==> config.mk <==
export PLATFORM = sky130hd
export DESIGN_NAME = option_byte_config_loader
export DESIGN_NICKNAME = d
export VERILOG_FILES = /design/src/shared/option_loader_pkg.sv /design/src/logic/option_byte_config_loader.sv /design/src/logic/pin_sync.sv /design/src/logic/poc_monitor.sv
export SDC_FILE = /design/constraint.sdc
export NUM_CORES = 1
export LEC_CHECK = 0
export BUFFER_PORTS_ARGS = -buffer_cell sky130_fd_sc_hd__clkbuf_2
export CORE_UTILIZATION = 52
export CTS_CLUSTER_DIAMETER = 60
export DETAILED_ROUTE_END_ITERATION = 8
export PLACE_DENSITY_LB_ADDON = 0.2
export SLEW_MARGIN = 30
export SYNTH_ARGS = -nofsm -noshare
export SYNTH_HDL_FRONTEND = slang
export SYNTH_HIERARCHICAL = 1
export SYNTH_SLANG_ARGS = --single-unit
export TNS_END_PERCENT = 1
==> constraint.sdc <==
create_clock -name pclk -period 2.65 [get_ports pclk]
set_input_delay 0 -clock pclk [delete_from_list [all_inputs] [get_ports pclk]]
set_output_delay 0 -clock pclk [all_outputs]
set_load 0.05 [all_outputs]
==> src/shared/option_loader_pkg.sv <==
/*
 Constants and types for the reset-time option byte loader.
 Assumes byte-wide flash reads and a single system clock.
*/
// What this block does
// - Five flash bytes from the first option address configure reset-time functions.
// - Option bytes are fetched and applied automatically on every reset release.
// - With boot swap active the bytes come from the mirrored area.
// - First byte sets oscillator lock, watchdog interval, enable and window.
// - Dual-threshold mode holds reset until supply passes the higher threshold.
// - After that release, only the lower threshold asserts power-on clear.
// - Single-threshold mode holds and detects at the lower threshold only.
// - Threshold mode byte is writable only through the external programmer path.
// - Under self-programming the threshold mode falls back to single-threshold.
// - Boot swap copies the mirrored threshold mode byte into the primary byte.
// - Fifth byte selects debug off, on with erase, or on without erase.
// - Threshold byte bit 0: zero single-threshold default, one dual-threshold.
// - Debug bits: 00 off, 01 prohibited, 10 no erase, 11 erase.
// - Oscillator lock set makes software stop requests have no effect.
package option_loader_pkg;
	localparam logic [15:0] OPT_PRIMARY = 16'h0080;
	localparam logic [15:0] OPT_MIRROR = 16'h1080;
	localparam logic [15:0] OPT_THR_ADDR = 16'h0081;
	localparam logic [2:0] IDX_WD = 3'h0;
	localparam logic [2:0] IDX_THR = 3'h1;
	localparam logic [2:0] IDX_RSV0 = 3'h2;
	localparam logic [2:0] IDX_RSV1 = 3'h3;
	localparam logic [2:0] IDX_DBG = 3'h4;
	localparam logic [7:0] BYTE_RESET = 8'h00;
	localparam int WD_LOCK_BIT = 0;
	localparam int WD_INT_LSB = 1;
	localparam int WD_ON_BIT = 4;
	localparam int WD_WIN_LO_BIT = 5;
	localparam int WD_WIN_HI_BIT = 6;
	localparam int THR_MODE_BIT = 0;
	localparam int DBG_LO_BIT = 0;
	localparam int DBG_HI_BIT = 1;
	localparam logic [11:0] REG_STATUS = 12'h000;
	localparam logic [11:0] REG_CONTROL = 12'h004;
	localparam logic [11:0] REG_OPT_LO = 12'h008;
	localparam logic [11:0] REG_OPT_HI = 12'h00c;
	localparam int CTRL_STOP_BIT = 0;
	localparam int STS_DONE_BIT = 0;
	localparam int STS_SWAP_BIT = 1;
	localparam int STS_SELF_BIT = 2;
	localparam int STS_CLR_BIT = 3;
	localparam int STS_RSV_BIT = 4;
	localparam int STS_BLK_BIT = 5;
	localparam int STS_DBGBAD_BIT = 6;
	typedef enum logic [2:0] {
		LD_STRAP = 3'b000,
		LD_REQ = 3'b001,
		LD_WAIT = 3'b010,
		LD_COPY = 3'b011,
		LD_RUN = 3'b100
	} load_state_type;
	typedef enum logic {
		CLR_HOLD = 1'b0,
		CLR_RUN = 1'b1
	} clr_state_type;
endpackage

==> src/logic/option_byte_config_loader.sv <==
/*
 Option byte loader: fetches five configuration bytes after reset,
 latches the settings, filters flash writes and gates core reset.
 Assumes a byte flash read port on pclk answering with a one-cycle
 valid pulse, an APB master on pclk, and async supply comparators.
*/
`timescale 1ns/10ps
`default_nettype none
module option_byte_config_loader #(
	parameter int ADDR_W = 12
) (
	input wire logic pclk,
	input wire logic presetn,
	input wire logic ce,
	input wire logic psel,
	input wire logic penable,
	input wire logic pwrite,
	input wire logic [ADDR_W-1:0] paddr,
	input wire logic [31:0] pwdata,
	output logic [31:0] prdata,
	output logic pready,
	output logic pslverr,
	input wire logic boot_swap,
	input wire logic self_prog,
	output logic fl_rd_req,
	output logic [15:0] fl_rd_addr,
	input wire logic [7:0] fl_rd_data,
	input wire logic fl_rd_valid,
	input wire logic wr_in_req,
	input wire logic [15:0] wr_in_addr,
	input wire logic [7:0] wr_in_data,
	input wire logic wr_in_ext,
	output logic fl_wr_req,
	output logic [15:0] fl_wr_addr,
	output logic [7:0] fl_wr_data,
	input wire logic supply_above_hi,
	input wire logic supply_above_lo,
	output logic power_on_clear,
	output logic core_reset_n,
	output logic slow_osc_stop_lock,
	output logic slow_osc_stop,
	output logic [2:0] wd_interval,
	output logic watchdog_counter_on,
	output logic wd_window_sel_hi,
	output logic wd_window_sel_lo,
	output logic poweron_clear_threshold_select,
	output logic debug_enable_hi,
	output logic debug_enable_lo,
	output logic debug_erase_on_fail
);
	typedef struct packed {
		option_loader_pkg::load_state_type st;
		logic [2:0] idx;
		logic swap;
		logic self;
		logic [4:0][7:0] opt;
		logic done;
		logic rd_req;
		logic [15:0] rd_addr;
		logic wr_req;
		logic [15:0] wr_addr;
		logic [7:0] wr_data;
		logic slow_osc_stop_request;
		logic osc_stop;
		logic blocked;
		logic core_rst_n;
		logic lock;
		logic [2:0] wdi;
		logic wdon;
		logic win_hi;
		logic win_lo;
		logic pocsel;
		logic dbg_hi;
		logic dbg_lo;
		logic dbg_erase;
		logic pready;
		logic pslverr;
		logic [31:0] prdata;
	} state_type;
	state_type q, d;
	logic [1:0] cmp_s;
	logic clr_hold;
	logic [15:0] base;
	logic [2:0] sel;
	logic setup;
	logic access;

	initial begin
		if (ADDR_W < 4 || ADDR_W > 16) $error("ADDR_W out of range");
	end

	// Register select: {valid, index}; shared by read and write paths
	function automatic logic [2:0] reg_decode(input logic [ADDR_W-1:0] a);
		logic [11:0] w;
		w = 12'(a);
		if (a != ADDR_W'(w)) begin
			reg_decode = 3'b000;
		end else if (w == option_loader_pkg::REG_STATUS) begin
			reg_decode = 3'b100;
		end else if (w == option_loader_pkg::REG_CONTROL) begin
			reg_decode = 3'b101;
		end else if (w == option_loader_pkg::REG_OPT_LO) begin
			reg_decode = 3'b110;
		end else if (w == option_loader_pkg::REG_OPT_HI) begin
			reg_decode = 3'b111;
		end else begin
			reg_decode = 3'b000;
		end
	endfunction

	// Supply comparator pins cross into pclk
	pin_sync #(
		.W(2)
	) u_sync (
		.pclk(pclk),
		.presetn(presetn),
		.ce(ce),
		.d({supply_above_hi, supply_above_lo}),
		.q(cmp_s)
	);

	// Threshold sequencer, fed once the mode is latched
	clear_monitor u_clr (
		.pclk(pclk),
		.presetn(presetn),
		.ce(ce),
		.above_hi(cmp_s[1]),
		.above_lo(cmp_s[0]),
		.dual_mode(q.pocsel),
		.mode_valid(q.done),
		.hold(clr_hold)
	);

	// Fetch area follows the boot swap strap
	assign base = q.swap ? option_loader_pkg::OPT_MIRROR
		: option_loader_pkg::OPT_PRIMARY;
	assign sel = reg_decode(paddr);
	assign setup = psel && !penable;
	assign access = psel && penable && q.pready;

	// Loader sequence, write filter and APB slave
	always_comb begin
		d = q;
		d.rd_req = 1'b0;
		d.wr_req = 1'b0;
		d.core_rst_n = 1'b0;
		case (q.st)
			option_loader_pkg::LD_STRAP: begin
				d.swap = boot_swap;
				d.self = self_prog;
				d.idx = option_loader_pkg::IDX_WD;
				d.st = option_loader_pkg::LD_REQ;
			end
			option_loader_pkg::LD_REQ: begin
				d.rd_req = 1'b1;
				d.rd_addr = base + {13'h0000, q.idx};
				d.st = option_loader_pkg::LD_WAIT;
			end
			option_loader_pkg::LD_WAIT: begin
				if (fl_rd_valid) begin
					d.opt[q.idx] = fl_rd_data;
					if (q.idx == option_loader_pkg::IDX_DBG) begin
						d.done = 1'b1;
						d.st = q.swap ? option_loader_pkg::LD_COPY
							: option_loader_pkg::LD_RUN;
					end else begin
						d.idx = q.idx + 3'h1;
						d.st = option_loader_pkg::LD_REQ;
					end
				end
			end
			option_loader_pkg::LD_COPY: begin
				d.wr_req = 1'b1;
				d.wr_addr = option_loader_pkg::OPT_THR_ADDR;
				d.wr_data = q.opt[option_loader_pkg::IDX_THR];
				d.st = option_loader_pkg::LD_RUN;
			end
			default: begin
				d.core_rst_n = !clr_hold;
			end
		endcase
		// Latch every field once the last byte lands
		if (q.st == option_loader_pkg::LD_WAIT && fl_rd_valid
			&& q.idx == option_loader_pkg::IDX_DBG) begin
			d.lock = q.opt[0][option_loader_pkg::WD_LOCK_BIT];
			d.wdi = q.opt[0][option_loader_pkg::WD_INT_LSB +: 3];
			d.wdon = q.opt[0][option_loader_pkg::WD_ON_BIT];
			d.win_hi = q.opt[0][option_loader_pkg::WD_WIN_HI_BIT];
			d.win_lo = q.opt[0][option_loader_pkg::WD_WIN_LO_BIT];
			d.pocsel = !q.self
				&& q.opt[1][option_loader_pkg::THR_MODE_BIT];
			d.dbg_hi = fl_rd_data[option_loader_pkg::DBG_HI_BIT];
			d.dbg_lo = fl_rd_data[option_loader_pkg::DBG_LO_BIT];
			d.dbg_erase = fl_rd_data[option_loader_pkg::DBG_HI_BIT]
				&& fl_rd_data[option_loader_pkg::DBG_LO_BIT];
		end
		// Oscillator stop honours the lock
		d.osc_stop = q.slow_osc_stop_request && !q.lock;
		// APB: zero-wait answer one cycle after setup
		d.pready = setup && !q.pready;
		d.pslverr = 1'b0;
		d.prdata = 32'h0000_0000;
		if (setup && !q.pready) begin
			if (!sel[2] || (pwrite && sel[1])) begin
				d.pslverr = 1'b1;
			end else if (!pwrite) begin
				case (sel[1:0])
					2'b00: begin
						d.prdata[option_loader_pkg::STS_DONE_BIT] = q.done;
						d.prdata[option_loader_pkg::STS_SWAP_BIT] = q.swap;
						d.prdata[option_loader_pkg::STS_SELF_BIT] = q.self;
						d.prdata[option_loader_pkg::STS_CLR_BIT] = clr_hold;
						d.prdata[option_loader_pkg::STS_RSV_BIT] =
							|{q.opt[2], q.opt[3]};
						d.prdata[option_loader_pkg::STS_BLK_BIT] = q.blocked;
						d.prdata[option_loader_pkg::STS_DBGBAD_BIT] =
							!q.dbg_hi && q.dbg_lo;
					end
					2'b01: d.prdata[option_loader_pkg::CTRL_STOP_BIT] =
						q.slow_osc_stop_request;
					2'b10: d.prdata = {q.opt[3], q.opt[2], q.opt[1], q.opt[0]};
					default: d.prdata = {24'h000000, q.opt[4]};
				endcase
			end
		end
		if (access && pwrite && !q.pslverr) begin
			if (sel[1:0] == 2'b00
				&& pwdata[option_loader_pkg::STS_BLK_BIT]) begin
				d.blocked = 1'b0;
			end else if (sel[1:0] == 2'b01) begin
				d.slow_osc_stop_request =
					pwdata[option_loader_pkg::CTRL_STOP_BIT];
			end
		end
		// Write filter; threshold byte only from the programmer path
		if (q.st != option_loader_pkg::LD_COPY && wr_in_req) begin
			if (wr_in_addr == option_loader_pkg::OPT_THR_ADDR
				&& !wr_in_ext) begin
				d.blocked = 1'b1;
			end else begin
				d.wr_req = 1'b1;
				d.wr_addr = wr_in_addr;
				d.wr_data = wr_in_data;
			end
		end
	end

	// State register, frozen while ce is low
	always_ff @(posedge pclk or negedge presetn) begin
		if (!presetn) begin
			q <= '{st: option_loader_pkg::LD_STRAP, idx: 3'h0,
				opt: {5{option_loader_pkg::BYTE_RESET}},
				rd_addr: 16'h0000, wr_addr: 16'h0000,
				wr_data: 8'h00, wdi: 3'h0, prdata: 32'h0000_0000,
				default: 1'b0};
		end else if (ce) begin
			q <= d;
		end
	end

	// Outputs straight from flops
	assign prdata = q.prdata;
	assign pready = q.pready;
	assign pslverr = q.pslverr;
	assign fl_rd_req = q.rd_req;
	assign fl_rd_addr = q.rd_addr;
	assign fl_wr_req = q.wr_req;
	assign fl_wr_addr = q.wr_addr;
	assign fl_wr_data = q.wr_data;
	assign power_on_clear = clr_hold;
	assign core_reset_n = q.core_rst_n;
	assign slow_osc_stop_lock = q.lock;
	assign slow_osc_stop = q.osc_stop;
	assign wd_interval = q.wdi;
	assign watchdog_counter_on = q.wdon;
	assign wd_window_sel_hi = q.win_hi;
	assign wd_window_sel_lo = q.win_lo;
	assign poweron_clear_threshold_select = q.pocsel;
	assign debug_enable_hi = q.dbg_hi;
	assign debug_enable_lo = q.dbg_lo;
	assign debug_erase_on_fail = q.dbg_erase;
endmodule
`default_nettype wire

==> src/logic/pin_sync.sv <==
/*
 Two-flop synchroniser for asynchronous level inputs.
 Assumes the inputs are slow levels; no pulse capture.
*/
`timescale 1ns/10ps
`default_nettype none
module pin_sync #(
	parameter int W = 2
) (
	input wire logic pclk,
	input wire logic presetn,
	input wire logic ce,
	input wire logic [W-1:0] d,
	output logic [W-1:0] q
);
	typedef struct packed {
		logic [W-1:0] s1;
		logic [W-1:0] s2;
	} sync_type;
	sync_type r_q, r_d;

	initial begin
		if (W < 1) $error("pin_sync: W must be at least 1");
	end

	// First stage feeds only the second
	always_comb begin
		r_d = r_q;
		r_d.s1 = d;
		r_d.s2 = r_q.s1;
	end

	// State register
	always_ff @(posedge pclk or negedge presetn) begin
		if (!presetn) begin
			r_q <= '0;
		end else if (ce) begin
			r_q <= r_d;
		end
	end

	assign q = r_q.s2;
endmodule
`default_nettype wire

==> src/logic/poc_monitor.sv <==
/*
 Power-on-clear threshold sequencer.
 Assumes synchronised comparator levels and a mode valid once loaded.
*/
`timescale 1ns/10ps
`default_nettype none
module clear_monitor (
	input wire logic pclk,
	input wire logic presetn,
	input wire logic ce,
	input wire logic above_hi,
	input wire logic above_lo,
	input wire logic dual_mode,
	input wire logic mode_valid,
	output logic hold
);
	typedef struct packed {
		option_loader_pkg::clr_state_type st;
		logic hold;
	} clr_type;
	clr_type r_q, r_d;

	// Hold until the selected threshold, then watch the lower one
	always_comb begin
		r_d = r_q;
		case (r_q.st)
			option_loader_pkg::CLR_HOLD: begin
				r_d.hold = 1'b1;
				if (mode_valid && (dual_mode ? above_hi : above_lo)) begin
					r_d.st = option_loader_pkg::CLR_RUN;
					r_d.hold = 1'b0;
				end
			end
			default: begin
				if (!above_lo) begin
					r_d.st = option_loader_pkg::CLR_HOLD;
					r_d.hold = 1'b1;
				end
			end
		endcase
	end

	// State register
	always_ff @(posedge pclk or negedge presetn) begin
		if (!presetn) begin
			r_q <= '{st: option_loader_pkg::CLR_HOLD, hold: 1'b1};
		end else if (ce) begin
			r_q <= r_d;
		end
	end

	assign hold = r_q.hold;
endmodule
`default_nettype wire

==> summary.md <==
### Routing
- detailed-route vias per instance: 5.60
- Via Count: 4538
- post-route antenna net violation count: 0
- number of detailed-routing iterations run before antenna repair: 9
- WL per Instance: 17.6 um
- number of violations reported at the end of detailed-routing iteration 0: 298
- drt drc: 10
- total routed wirelength: 14.3 mm

### Clock network
- CTS tree: done
- Clock Latency Late Sink: 0.42 ns
- post-cts hold buffer count: 43
- # clock sinks: 135
- number of CTS-inserted buffers: 17
- CTS root buf: sky130_fd_sc_hd__clkbuf_16
- total setup buffers inserted after CTS: 0
- buffers from clock root to sink, at most: 2
- clock transition at the registers of the reported paths: 0.06 ns
- number of H-tree levels: 4
- number of instances resized during post-cts repair: 0

### Setup path
- Setup CP Type: flop to flop
- required time at the endpoint of the critical path: 2.98 ns
- Crit Reg-Reg Startpoint: q[137]
- setup slack on the worst flop-to-flop path: 0.43 ns
- type of destination of the critical path: flop
- critical path arrival: 2.55 ns
- worst r2r path cells: 6
- startpoint types: flop
- largest fanout on the critical path: 14
- reg2reg end: debug_erase_on_fail

### Timing
- Min Clock Period, post-route: 2.22 ns
- skew final: 0.00596 ns
- fin worst setup slack: 0.433 ns
- Setup Viol. Count Final: 0
- period utilisation layout: 0.837
- measured slew at the worst slew-check pin: 0.689 ns
- Rel. slew slack: 0.537
- highest clock rate: 451 MHz
- final setup TNS: 0 ns
- RSZ-0062 raised after global routing: no
- Fin. Hold Viols: 0
- Final Max Slew Viols: 0
- final hold slack: 0.0203 ns

### Yosys
- Yosys warning total: 6
- post-synthesis async set-or-reset flop share: 1.00
- Cell Area, Synth: 0.00630 mm^2
- Primary FF master, synth: sky130_fd_sc_hd__dfrtp_1
- register area share after synthesis: 0.536
- synthesized netlist cell count: 540
- average instance area after synthesis: 11.7 um^2
- number of flops mapped to enable cells by yosys: 0
- distinct cell type count after synthesis: 52
- number of synthesized register bits: 135

### Power and ir drop
- leak pwr: 3.83 nW
- worst voltage drop across the vdd grid: 0.428 mV
- total power: 6.46 mW
- cell area power density: 845 mW/mm^2

### Global route
- antenna violations before repair: 0
- GRT overflow: 0
- first-pass GRT wire length: 22.9 mm
- largest net degree at the start of global routing: 75
- number of global-route vias before repair: 4467
- global router's overall resource usage: 0.240

### Min path
- hold worst-path end: prdata[6]
- Worst Hold Launch: paddr[0]
- class of the most critical hold timing path: input pin to flop
- Hold Path Cell Cnt: 5

### Placed design
- Post-DP HPWL: 9.61 mm
- minimum setup slack after placement: 0.518 ns
- global placer's final weighted congestion: 0.813
- Placed Cells: 735
- Port Buffer Count: 137

### Floorplan
- Die Ht: 112 um
- count of standard-cell rows: 39
- area enclosed by the die boundary: 0.0126 mm^2
- area of the core: 0.0116 mm^2
- Chip Width: 112 um
- starting density of the core: 0.543
- boundary pin count: 179

### Finish
- Area Growth Syn to Fin: 21.3%
- final cell count without fillers: 810
- filler instances: 876
- layout cells sized above 1: 0.394
- Diodes inserted: 0
- number of nets in the finished design: 745

### Status
- outcome: finished with violations
- violations in the final reports: design-rule violations

### Job
- number of violations of the max-capacitance limit: 0

==> cell families (layout without fill, tap and decap cells) <==
kind of cell,count (synthesis),after routing,share of synthesized area
AOI/OAI and AO/OA,98,98,0.121
and+or+nand+nor,120,120,0.0987
other,1,11,0.000595
buffers and inverters,120,237,0.123
adders and majority gates,2,2,0.00397
muxes,64,64,0.116
DFF,135,135,0.536
==> registers in the layout (all words and copies together), names as in the netlist, 2 cells and up <==
| name | cells |
|---|---|
| q | 51 |
| u_sync/r_d | 2 |
| prdata | 32 |
| fl_rd_addr | 5 |
| fl_wr_data | 8 |
| fl_wr_addr | 16 |
| u_sync/q | 2 |
| wd_interval | 3 |
==> worst max path at each step <==
stage / slack (ns) / cells after the start / start / end
floorplan: 0.64 / 5 / q[137] / slow_osc_stop_lock
global placement: 0.54 / 4 / q[137] / q[124]
detailed placement: 0.52 / 4 / q[137] / q[128]
CTS: 0.44 / 6 / q[137] / debug_erase_on_fail
global route: 0.26 / 4 / q[137] / q[123]
finish: 0.43 / 6 / q[137] / debug_erase_on_fail
==> cells in the mapped netlist (3+ instances only) <==
library cell	count	area (um^2)
sky130_fd_sc_hd__or2_2	4	25.0
sky130_fd_sc_hd__nor3_1	3	15.0
sky130_fd_sc_hd__a21o_1	4	30.0
sky130_fd_sc_hd__buf_2	6	30.0
sky130_fd_sc_hd__nand3b_1	4	30.0
sky130_fd_sc_hd__nand2_1	48	180
sky130_fd_sc_hd__or4_1	3	22.5
sky130_fd_sc_hd__mux2_2	62	698
sky130_fd_sc_hd__a22o_2	11	110
sky130_fd_sc_hd__a222oi_1	4	40.0
sky130_fd_sc_hd__o21ai_0	20	100
sky130_fd_sc_hd__a311oi_1	8	70.1
sky130_fd_sc_hd__dfrtp_1	134	3350
sky130_fd_sc_hd__o2bb2ai_1	3	26.3
sky130_fd_sc_hd__and3_1	3	18.8
sky130_fd_sc_hd__a211oi_1	10	75.1
sky130_fd_sc_hd__a21oi_1	4	20.0
sky130_fd_sc_hd__a22oi_1	6	45.0
sky130_fd_sc_hd__a32o_1	6	60.1
sky130_fd_sc_hd__buf_4	75	563
sky130_fd_sc_hd__inv_1	15	56.3
sky130_fd_sc_hd__nand3_1	9	45.0
sky130_fd_sc_hd__a22o_1	14	123
sky130_fd_sc_hd__clkbuf_1	18	67.6
sky130_fd_sc_hd__nor2_1	16	60.1
sky130_fd_sc_hd__nor4_1	13	81.3
sky130_fd_sc_hd__nand2b_1	5	31.3
==> metrics by stage <==
stage | instance area [um^2] | util
4_1_cts | 7650 | 0.658
6_report | 7650 | 0.658
3_3_place_gp | 6560 | 0.565
3_5_place_dp | 6560 | 0.565
5_1_grt | 7650 | 0.658
2_1_floorplan | 6340 | -
==> final cells by class <==
cell class	count	area, um^2	share of cell area
Timing Repair Buffer	189	1190	0.156
Tap cell	143	179	0.0234
Sequential cell	135	3380	0.442
Clock inverter	12	199	0.0260
Clock buffer	20	457	0.0597
Inverter	16	60.1	0.00785
Multi-Input combinational cell	295	2180	0.285
==> worst max-delay path, stage by stage, from the launching register on <==
cell and delay (ns):
sky130_fd_sc_hd__dfrtp_1 0.46, sky130_fd_sc_hd__or3b_2 0.52, sky130_fd_sc_hd__nor3_2 0.19, sky130_fd_sc_hd__buf_4 0.23, sky130_fd_sc_hd__nand3_1 0.09, sky130_fd_sc_hd__dlygate4sd3_1 0.56, sky130_fd_sc_hd__o21ai_0 0.08
==> layout by cell type, fill, tap and decap left out, types with 4 or more instances in the layout <==
cell type and count:
sky130_fd_sc_hd__a211oi_1 10, sky130_fd_sc_hd__dfrtp_1 134, sky130_fd_sc_hd__mux2_2 62, sky130_fd_sc_hd__a32o_1 6
sky130_fd_sc_hd__nor2_1 16, sky130_fd_sc_hd__nand2b_1 5, sky130_fd_sc_hd__inv_1 15, sky130_fd_sc_hd__o21ai_0 20
sky130_fd_sc_hd__clkbuf_16 17, sky130_fd_sc_hd__a21o_1 4, sky130_fd_sc_hd__nand2_1 48, sky130_fd_sc_hd__nor4_1 13
sky130_fd_sc_hd__nand3b_1 4, sky130_fd_sc_hd__a21oi_1 4, sky130_fd_sc_hd__clkinvlp_4 4, sky130_fd_sc_hd__a22o_1 14
sky130_fd_sc_hd__a311oi_1 8, sky130_fd_sc_hd__or2_2 4, sky130_fd_sc_hd__nand3_1 9, sky130_fd_sc_hd__bufinv_16 5
sky130_fd_sc_hd__a22o_2 11, sky130_fd_sc_hd__clkbuf_2 136, sky130_fd_sc_hd__dlygate4sd3_1 43, sky130_fd_sc_hd__a222oi_1 4
sky130_fd_sc_hd__buf_4 9, sky130_fd_sc_hd__conb_1 11, sky130_fd_sc_hd__a22oi_1 6
==> per-layer routing <==
layer | part of all wire | wire length (um) | track usage
met5 | 0 | 0 | 0
met4 | 0.015 | 221 | 0.0924
met3 | 0.047 | 666 | 0.0556
met2 | 0.50 | 7070 | 0.386
met1 | 0.44 | 6310 | 0.317
==> where the power goes <==
| part | switching [mW] | total [mW] | leakage, nW | internal (mW) |
|---|---|---|---|---|
| Combinational | 0.858 | 1.29 | 1.74 | 0.430 |
| Clock | 0.862 | 2.58 | 0.308 | 1.72 |
| Sequential | 0.250 | 2.60 | 1.78 | 2.35 |
No activity file was read; power rests on OpenSTA's default activity.
